===== src/core/bdm_pkg.sv =====
// bus driver mode control: shared constants, types and decode functions
// assumes a single 40 MHz clock and APB register access
package bdm_pkg;

  // ********************************************************************
  // timing
  // ********************************************************************
  localparam int CLK_PERIOD_NS   = 25;
  localparam int RX_MIN_BIT_NS   = 60;
  // minimum bit time in cycles, rounded down, never below one cycle
  localparam int RX_FILT_CYC     = (RX_MIN_BIT_NS / CLK_PERIOD_NS) < 1 ?
                                   1 : (RX_MIN_BIT_NS / CLK_PERIOD_NS);
  localparam int MODE_STABLE_CYC = 4;

  // ********************************************************************
  // register map
  // ********************************************************************
  localparam int          ADDR_W         = 8;
  localparam logic [7:0]  CTRL_OFS       = 8'h00;
  localparam logic [7:0]  STATUS_OFS     = 8'h04;
  localparam logic [7:0]  WAKE_CLR_OFS   = 8'h08;
  localparam int          CTRL_INH_BIT   = 0;
  localparam logic        CTRL_INH_RST   = 1'b0;
  localparam int          WAKE_CLR_BIT   = 0;
  localparam int          ST_MODE_LSB    = 0;
  localparam int          ST_WAKE_BIT    = 3;
  localparam int          ST_TXON_BIT    = 4;
  localparam int          ST_BIAS_LSB    = 5;
  localparam int          ST_SYM_LSB     = 7;
  localparam int          ST_SUP_LSB     = 9;

  // ********************************************************************
  // types
  // ********************************************************************
  typedef enum logic [2:0] {
    BDM_NORMAL      = 3'b000,
    BDM_LISTEN      = 3'b001,
    BDM_STANDBY     = 3'b010,
    BDM_SLEEP_ENTRY = 3'b011,
    BDM_SLEEP       = 3'b100,
    BDM_UNPOWERED   = 3'b101
  } bdm_mode_t;

  typedef enum logic [1:0] {
    BDM_SYM_IDLE = 2'b00,
    BDM_SYM_D0   = 2'b01,
    BDM_SYM_D1   = 2'b10
  } bdm_sym_t;

  typedef enum logic [1:0] {
    BDM_BIAS_OPEN = 2'b00,
    BDM_BIAS_GND  = 2'b01,
    BDM_BIAS_VOLT = 2'b10
  } bdm_bias_t;

  typedef struct packed {
    logic txd;
    logic transmit_enable_n;
    logic guardian_enable;
    logic standby_select_n;
    logic mode_enable;
  } bdm_pins_t;

  typedef struct packed {
    logic vcc_ok;
    logic vbat_ok;
    logic io_ok;
  } bdm_supply_t;

  typedef struct packed {
    logic      tx_enable;
    logic      tx_level;
    bdm_bias_t bias;
    logic      pull_enable;
  } bdm_drv_t;

  // levels taken by floating inputs
  localparam bdm_pins_t PIN_DEFAULTS = '{txd: 1'b0, transmit_enable_n: 1'b1,
    guardian_enable: 1'b0, standby_select_n: 1'b0, mode_enable: 1'b0};

  // ********************************************************************
  // decode functions
  // ********************************************************************
  function automatic bdm_mode_t bdm_cmd_mode(input logic [1:0] stb_en);
    case (stb_en)
      2'b11:   return BDM_NORMAL;
      2'b10:   return BDM_LISTEN;
      2'b01:   return BDM_SLEEP_ENTRY;
      default: return BDM_STANDBY;
    endcase
  endfunction : bdm_cmd_mode

  function automatic bdm_bias_t bdm_mode_bias(input bdm_mode_t m);
    case (m)
      BDM_NORMAL, BDM_LISTEN: return BDM_BIAS_VOLT;
      BDM_UNPOWERED:          return BDM_BIAS_OPEN;
      default:                return BDM_BIAS_GND;
    endcase
  endfunction : bdm_mode_bias

  function automatic logic bdm_low_power(input bdm_mode_t m);
    return (m == BDM_STANDBY) || (m == BDM_SLEEP) || (m == BDM_SLEEP_ENTRY);
  endfunction : bdm_low_power

endpackage : bdm_pkg


===== src/core/bdm_filter.sv =====
// bdm_filter: passes a word only after it held for STABLE samples
// assumes din is synchronous to pclk
module bdm_filter #(
  parameter int         WIDTH  = 2,
  parameter int         STABLE = 2,
  parameter logic [WIDTH-1:0] RST_VAL = '0
) (
  // clock and reset
  input  wire logic             pclk,
  input  wire logic             presetn,
  // data
  input  wire logic [WIDTH-1:0] din,
  output logic      [WIDTH-1:0] dout
);

  localparam int CW = $clog2(STABLE + 1);

  if (STABLE < 1 || WIDTH < 1) begin : g_bad_param
    $error("bdm_filter: STABLE and WIDTH must be at least 1");
  end

  logic [WIDTH-1:0] smp_q;
  logic [WIDTH-1:0] dout_q;
  logic [CW-1:0]    cnt_q;
  // cnt_q is the run length of the value in smp_q, saturating at STABLE;
  // a word seen on exactly STABLE samples passes, a shorter run does not
  wire              same = (din == smp_q);
  wire              done = (cnt_q >= CW'(STABLE));

  always_ff @(posedge pclk or negedge presetn) begin
    if (!presetn) begin
      smp_q  <= RST_VAL;
      dout_q <= RST_VAL;
      cnt_q  <= CW'(STABLE);
    end else begin
      smp_q <= din;
      if (!same) begin
        cnt_q <= CW'(1);
      end else if (!done) begin
        cnt_q <= cnt_q + CW'(1);
      end
      if (done) begin
        dout_q <= smp_q;
      end
    end
  end

  assign dout = dout_q;

endmodule : bdm_filter


===== src/core/bdm_core.sv =====
// bdm_core: mode state machine and data-path gating of a bus driver
// assumes pin inputs are synchronous to pclk and an APB master
//
// Overview of operation
// - bus symbols Data_0, Data_1, Idle; transmitter off during Idle.
// - six modes; sleep is reached only through the sleep-entry state.
// - mode changes only on host command, supply change, wake event or sleep-entry expiry.
// - standby and sleep are low-power; normal and listen-only are not.
// - floating transmit-enable or guardian-enable keeps transmitter off.
// - floating transmit data with transmitter active drives Data_0.
// - unconnected mode-select inputs read low, giving standby.
// - floating defaults: txd low, enable_n high, others low.
// - outside normal, transmit inputs ignored and pull structures off.
// - missing supply forces the fail-safe mode.
// - transmitter active only in normal mode.
// - receiver decodes symbols in normal and listen-only modes.
// - received bits of 60 ns or longer pass the input filter.
// - activity goes to guardian side, data bits to controller side.
// - bias voltage, ground or open depending on mode.
// - standby-select and mode-enable pick the mode per the command table.
// - transmission starts only with txd low; txd then picks Data_1/0.
// - activity and data outputs per mode; wake flag in low power.
module bdm_core
  import bdm_pkg::*;
(
  // clock and reset
  input  wire logic                 pclk,
  input  wire logic                 presetn,
  // apb slave
  input  wire logic                 psel,
  input  wire logic                 penable,
  input  wire logic                 pwrite,
  input  wire logic [ADDR_W-1:0]    paddr,
  input  wire logic [31:0]          pwdata,
  output logic      [31:0]          prdata,
  output logic                      pready,
  output logic                      pslverr,
  // controller, guardian and host pins; conn bit low means floating
  input  wire bdm_pkg::bdm_pins_t   pins_in,
  input  wire bdm_pkg::bdm_pins_t   pins_conn,
  output logic                      rx_data,
  output logic                      bus_activity_n,
  // supplies and wake sources
  input  wire bdm_pkg::bdm_supply_t supply,
  input  wire logic                 bus_wake,
  input  wire logic                 local_wake,
  // bus side
  input  wire bdm_pkg::bdm_sym_t    bus_sym_raw,
  output bdm_pkg::bdm_drv_t         drv,
  output bdm_pkg::bdm_mode_t        mode
);

  import bdm_pkg::*;

  // ********************************************************************
  // input defaults
  // ********************************************************************
  // with the io reference gone every pin input falls back to its default
  wire       io_ok  = supply.io_ok;
  wire bdm_pins_t eff = io_ok ? ((pins_in & pins_conn) |
                        (PIN_DEFAULTS & ~pins_conn)) : PIN_DEFAULTS;

  // ********************************************************************
  // mode-select and receive filters
  // ********************************************************************
  logic [1:0] cmd_filt;
  logic [1:0] rx_filt;

  bdm_filter #(
    .WIDTH   (2),
    .STABLE  (MODE_STABLE_CYC),
    .RST_VAL (2'b00)
  ) u_cmd_filt (
    .pclk    (pclk),
    .presetn (presetn),
    .din     ({eff.standby_select_n, eff.mode_enable}),
    .dout    (cmd_filt)
  );

  bdm_filter #(
    .WIDTH   (2),
    .STABLE  (RX_FILT_CYC),
    .RST_VAL (2'b00)
  ) u_rx_filt (
    .pclk    (pclk),
    .presetn (presetn),
    .din     (bus_sym_raw),
    .dout    (rx_filt)
  );

  wire bdm_sym_t rx_sym = bdm_sym_t'(rx_filt);

  // ********************************************************************
  // mode state machine
  // ********************************************************************
  bdm_mode_t  mode_q;
  bdm_mode_t  mode_d;
  logic [1:0] cmd_prev_q;
  logic       wake_q;
  logic       inhibit_q;
  logic       tx_on_q;

  wire all_off  = ~supply.vcc_ok & ~supply.vbat_ok & ~io_ok;
  wire uv_any   = ~(&supply);
  wire cmd_chg  = (cmd_filt != cmd_prev_q);
  wire wake_evt = (bus_wake | local_wake) & bdm_low_power(mode_q);
  wire bdm_mode_t cmd_mode = bdm_cmd_mode(cmd_filt);

  // only supplies, host commands, wake events and the automatic sleep-entry to sleep step move the mode
  always_comb begin
    mode_d = mode_q;
    case (mode_q)
      BDM_UNPOWERED: begin
        if (!uv_any) begin
          mode_d = BDM_STANDBY;
        end
      end
      BDM_NORMAL, BDM_LISTEN, BDM_STANDBY, BDM_SLEEP_ENTRY,
      BDM_SLEEP: begin
        if (all_off) begin
          mode_d = BDM_UNPOWERED;
        end else if (uv_any) begin
          mode_d = BDM_STANDBY;
        end else if (wake_evt && mode_q == BDM_SLEEP) begin
          mode_d = BDM_STANDBY;
        end else if (cmd_chg) begin
          // a pending wake keeps the device out of sleep
          mode_d = (cmd_mode == BDM_SLEEP_ENTRY && wake_q) ?
                   BDM_STANDBY : cmd_mode;
        end else if (mode_q == BDM_SLEEP_ENTRY) begin
          mode_d = BDM_SLEEP;
        end
      end
      default: mode_d = BDM_STANDBY;
    endcase
  end

  always_ff @(posedge pclk or negedge presetn) begin
    if (!presetn) begin
      mode_q     <= BDM_STANDBY;
      cmd_prev_q <= 2'b00;
    end else begin
      mode_q     <= mode_d;
      cmd_prev_q <= cmd_filt;
    end
  end

  // ********************************************************************
  // wake flag
  // ********************************************************************
  wire wr_en    = psel & penable & pwrite;
  wire wake_clr = wr_en && paddr == WAKE_CLR_OFS && pwdata[WAKE_CLR_BIT];

  always_ff @(posedge pclk or negedge presetn) begin
    if (!presetn) begin
      wake_q <= 1'b0;
    end else if (wake_evt) begin
      wake_q <= 1'b1; // set wins over a clear in the same cycle
    end else if (wake_clr) begin
      wake_q <= 1'b0;
    end
  end

  // ********************************************************************
  // transmitter gating
  // ********************************************************************
  // inputs only count in normal mode; elsewhere they are blocked
  wire tx_req = (mode_q == BDM_NORMAL) & ~eff.transmit_enable_n
              & eff.guardian_enable & ~inhibit_q;
  // never start with Data_1: turn-on waits for txd low
  wire tx_on_d = tx_req & (tx_on_q | ~eff.txd);

  bdm_drv_t drv_q;
  logic     rx_data_q;
  logic     act_n_q;
  wire      non_lp = (mode_q == BDM_NORMAL) || (mode_q == BDM_LISTEN);

  always_ff @(posedge pclk or negedge presetn) begin
    if (!presetn) begin
      tx_on_q   <= 1'b0;
      drv_q     <= '{tx_enable: 1'b0, tx_level: 1'b0,
                     bias: BDM_BIAS_GND, pull_enable: 1'b0};
      // reset mode is standby with no wake flag, so both outputs idle high
      rx_data_q <= 1'b1;
      act_n_q   <= 1'b1;
    end else begin
      tx_on_q           <= tx_on_d;
      drv_q.tx_enable   <= tx_on_d;
      drv_q.tx_level    <= tx_on_d & eff.txd;
      drv_q.bias        <= bdm_mode_bias(mode_q);
      drv_q.pull_enable <= (mode_q == BDM_NORMAL);
      if (!io_ok) begin
        rx_data_q <= 1'b0;
        act_n_q   <= 1'b0;
      end else if (non_lp) begin
        rx_data_q <= (rx_sym != BDM_SYM_D0);
        act_n_q   <= (rx_sym == BDM_SYM_IDLE);
      end else begin
        rx_data_q <= ~wake_q;
        act_n_q   <= ~wake_q;
      end
    end
  end

  assign drv            = drv_q;
  assign rx_data        = rx_data_q;
  assign bus_activity_n = act_n_q;
  assign mode           = mode_q;

  // ********************************************************************
  // apb registers
  // ********************************************************************
  wire hit_ctrl = (paddr == CTRL_OFS);
  wire hit_st   = (paddr == STATUS_OFS);
  wire hit_wk   = (paddr == WAKE_CLR_OFS);
  wire hit      = hit_ctrl | hit_st | hit_wk;
  wire setup    = psel & ~penable;

  logic [31:0] status_w;
  always_comb begin
    status_w = 32'h0000_0000;
    status_w[ST_MODE_LSB +: 3] = mode_q;
    status_w[ST_WAKE_BIT]      = wake_q;
    status_w[ST_TXON_BIT]      = tx_on_q;
    status_w[ST_BIAS_LSB +: 2] = drv_q.bias;
    status_w[ST_SYM_LSB +: 2]  = rx_sym;
    status_w[ST_SUP_LSB +: 3]  = supply;
  end

  wire [31:0] rd_mux = hit_ctrl ? {31'h0000_0000, inhibit_q} :
                       hit_st   ? status_w :
                       hit_wk   ? {31'h0000_0000, wake_q} : 32'h0000_0000;

  // read data is caught in the setup cycle so prdata comes from a flop
  logic [31:0] prdata_q;
  always_ff @(posedge pclk or negedge presetn) begin
    if (!presetn) begin
      prdata_q  <= 32'h0000_0000;
      inhibit_q <= CTRL_INH_RST;
    end else begin
      if (setup) begin
        prdata_q <= pwrite ? 32'h0000_0000 : rd_mux;
      end
      if (wr_en && hit_ctrl) begin
        inhibit_q <= pwdata[CTRL_INH_BIT];
      end
    end
  end

  assign prdata  = prdata_q;
  assign pready  = psel & penable;
  assign pslverr = psel & penable & ~hit;
endmodule : bdm_core


===== config.mk =====
export PLATFORM = sky130hd
export DESIGN_NAME = bdm_core
export DESIGN_NICKNAME = d
export VERILOG_FILES = /design/src/core/bdm_pkg.sv /design/src/core/bdm_filter.sv /design/src/core/bdm_core.sv
export SDC_FILE = /design/constraint.sdc
export NUM_CORES = 1
export LEC_CHECK = 0
export CORE_AREA = 2 2 67 69
export CTS_BUF_LIST = sky130_fd_sc_hd__clkbuf_2
export CTS_CLUSTER_DIAMETER = 30
export DETAILED_ROUTE_END_ITERATION = 8
export DIE_AREA = 0 0 69 71
export DONT_BUFFER_PORTS = 1
export SYNTH_ARGS = -nofsm -noshare
export SYNTH_HDL_FRONTEND = slang
export SYNTH_HIERARCHICAL = 1
export SYNTH_SLANG_ARGS = --single-unit
export TNS_END_PERCENT = 30

===== constraint.sdc =====
create_clock -name pclk -period 1.8 [get_ports pclk]
set_input_delay 0.27 -clock pclk [delete_from_list [all_inputs] [get_ports pclk]]
set_output_delay 0.27 -clock pclk [all_outputs]
set_load 0.005 [all_outputs]

==> metrics.md <==
| Metric | Value |
|---|---|
| Post-synth EDFFs | 0 |
| Crit Path Max Fanout | 8 |
| Fmax | 0.624 GHz |
| Mapped cell area | 2000 µm² |
| Commonest non-fill, non-tap cell in the layout | dfrtp_1 |
| Worst min path class | in2reg |
| Min-delay src | bus_sym_raw[0] |
| Top_reg_cell synth | dfrtp_1 |
| Total global-route track usage | 17.7% |
| Reg-to-reg slack, setup | 200 ps |
| GP Congestion | 0.867 |
| CTS resizes | 0 |
| Die area | 4900 µm² |
| Initial antenna violation count | 0 |
| CTS max path bufs | 2 |
| Crit start category | flop |
| Layout Nets | 265 |
| Core box area | 4200 µm² |
| Dpl hpwl | 2920 µm |
| Cell taking the most area after synthesis | dfrtp_1 |
| VDD IR max | 334 µV |
| Wire per inst | 15.9 µm |
| Status | complete, no violations |
| Congestion Overflow GR | 0 |
| Synth unique cells | 45 |
| Filler Cells Inserted | 384 |
| Die W | 69 µm |
| Synth top area cells | dfrtp_1, dfstp_2, buf_4, a22o_1, ha_1 |
| Minimum clock period | 1600 ps |
| Finished Cell Area | 2160 µm² |
| Die H | 71 µm |
| Sink Count | 39 |
| Via count | 1349 |
| FF+latch area | 983 µm² |
| Crit path capture type | flop |
| Vias per inst | 5.40 |
| Final setup fails | 0 |
| Static leakage | 0.00102 µW |
| Slew Limit Fails | 0 |
| R2R depth | 4 |
| Antenna diodes | 0 |
| Initial core utilization | 47.7% |
| Reg2reg start | mode[0] |
| DRC errors left | 0 |
| Vias in the first global route | 1413 |
| Switching Share | 35.4% |
| First-pass GRT wire length | 6890 µm |
| PortBufs | 0 |
| Yosys warns | 6 |
| DR iter-0 viols | 83 |
| Final ANT Viol Nets | 0 |
| Psw | 791 µW |
| Pre-CTS setup slack | 232 ps |
| Overall Power | 2240 µW |
| Share of post-route cells with drive strength above 1 | 14.6% |
| Buffer count from post-CTS setup fixing | 0 |
| Multi-input logic area | 866 µm² |
| Period utilisation layout | 89.1% |
| Slack of the critical path | 196 ps |
| Power density over the cells | 1040 nW/µm² |
| Max Cap Viol | 0 |
| Int Power | 1440 µW |
| Htree depth | 2 |
| Area grow syn2layout | 7.62% |
| RSZ-0062 raised after global routing | false |
| Ys async rst share | 100% |
| IO Pins | 106 |
| Worst-path clk slew | 200 ps |
| Final hold vios | 0 |
| Worst skew pair latency | 400 ps |
| CTS tree | built |
| CP Data Arrival Time | 1920 ps |
| Largest net degree at the start of global routing | 40 |
| Top-area cell type share of the netlist area | 41.2% |
| Clk_skew | 9.73 ps |
| CTS root buffer | clkbuf_2 |
| RR Endpoint | mode[2] |
| Synth Area per Inst | 11.0 µm² |
| Syn Inst Count | 182 |
| Placement Cell Area | 1980 µm² |
| Sequential area share after synthesis | 49.1% |
| Count of state elements after synthesis | 39 |
| Clk pwr share | 17.3% |
| Floorplan row count | 24 |
| Worst Hold End | u_rx_filt/cnt_q[1] |
| CP Class | reg2reg |
| Comb power frac | 27.2% |
| Worst Path Required | 2120 ps |
| DRT Pass-1 Iters | 4 |
| CTS hold repair buffers | 10 |
| Aggregate routed wire length | 3980 µm |
| Most frequent cells in the layout | dfrtp_1, conb_1, nor2_1 |
| Reg power frac | 55.4% |
| CTS Buf Count | 5 |
| Setup TNS | 0 ps |
| Hold Path Stages | 2 |
cell families (layout without fill, tap and decap cells):
group	after synthesis	count (layout)	share of synthesized area [%]
multiplexers	9	9	4.87
adder cells (fa/ha/maj)	6	6	3.75
AND/OR/NAND/NOR	51	51	15.1
flip-flops	39	39	49.1
XOR/XNOR	7	7	3.06
other	1	20	0.187
AO/OA/AOI/OAI	33	33	12.7
buffers and inverters	36	33	11.3
cell usage after synthesis, types with 2 or more instances:
cell type / n
buf_2: 3
mux2i_1: 3
buf_4: 21
or3_1: 4
dfstp_2: 6
dfrtp_1: 33
clkbuf_1: 2
nor2_1: 13
nor3_1: 3
mux2_1: 2
and3_1: 4
a22o_1: 11
nor2b_1: 4
nor4_4: 2
ha_1: 6
o21ai_0: 4
nand2_1: 7
a31oi_1: 3
inv_1: 8
xor2_1: 2
a21oi_1: 5
nand3_1: 2
nor4_1: 2
mux2_2: 4
xnor2_1: 5
nand4_1: 2
nand2b_1: 3
per-stage QoR:
step | utilization [%] | hold WS, ps | instances
floorplan | - | -25.6 | 201
global route | 51.3 | 5.87 | 250
detailed placement | 47.1 | -24.5 | 230
finish | 51.3 | 41.4 | 250
CTS | 50.8 | 0.373 | 248
global placement | 47.1 | -24.8 | 230
registers in the layout, summed over array words and instances, names as in the netlist:
name	count
bus_activity_n	1
u_cmd_filt/smp_q	2
drv	5
u_rx_filt/dout	2
u_cmd_filt/dout	2
inhibit_q	1
u_cmd_filt/cnt_q	3
u_rx_filt/smp_q	2
cmd_prev_q	2
u_rx_filt/cnt_q	2
mode	3
prdata	12
rx_data	1
wake_q	1
routing by layer:
metal | GRT usage [%] | share of wire [%]
met5 | 0 | 0
met4 | 6.54 | 1.1
met3 | 6.55 | 8.3
met2 | 29.8 | 50
met1 | 20.9 | 40
final cells by class:
class / count / share of cell area [%]
clock buffers: 5 / 1.16
inverters: 8 / 1.39
well taps: 52 / 3.02
repair buffers: 17 / 7.77
clock inverters: 3 / 0.928
flip-flops and latches: 39 / 45.6
multi-input cells: 126 / 40.1
power by group through the flow:
stage	combinational, µW	clock, µW	sequential, µW
after floorplan	532	0	1170
after global placement	543	0	1240
after detailed placement	568	0	1260
after CTS	611	408	1240
after global routing	703	445	1270
final	609	388	1240
worst max path at each step:
| stage | to | slack, ps | startpoint |
|---|---|---|---|
| 3_5_place_dp | mode[2] | 230 | u_cmd_filt/dout[0] |
| 5_1_grt | mode[2] | 30 | u_cmd_filt/dout[0] |
| 4_1_cts | mode[2] | 210 | u_cmd_filt/dout[0] |
| 2_1_floorplan | mode[2] | 260 | mode[0] |
| 6_report | mode[2] | 200 | mode[0] |
| 3_3_place_gp | mode[2] | 250 | mode[0] |
critical path: stages (launching register included):
cell	delay, ps
dfrtp_1	510
nor4_1	360
o2111ai_2	210
nand2_1	120
mux2_1	320
Power figures use the tool's default switching activity.
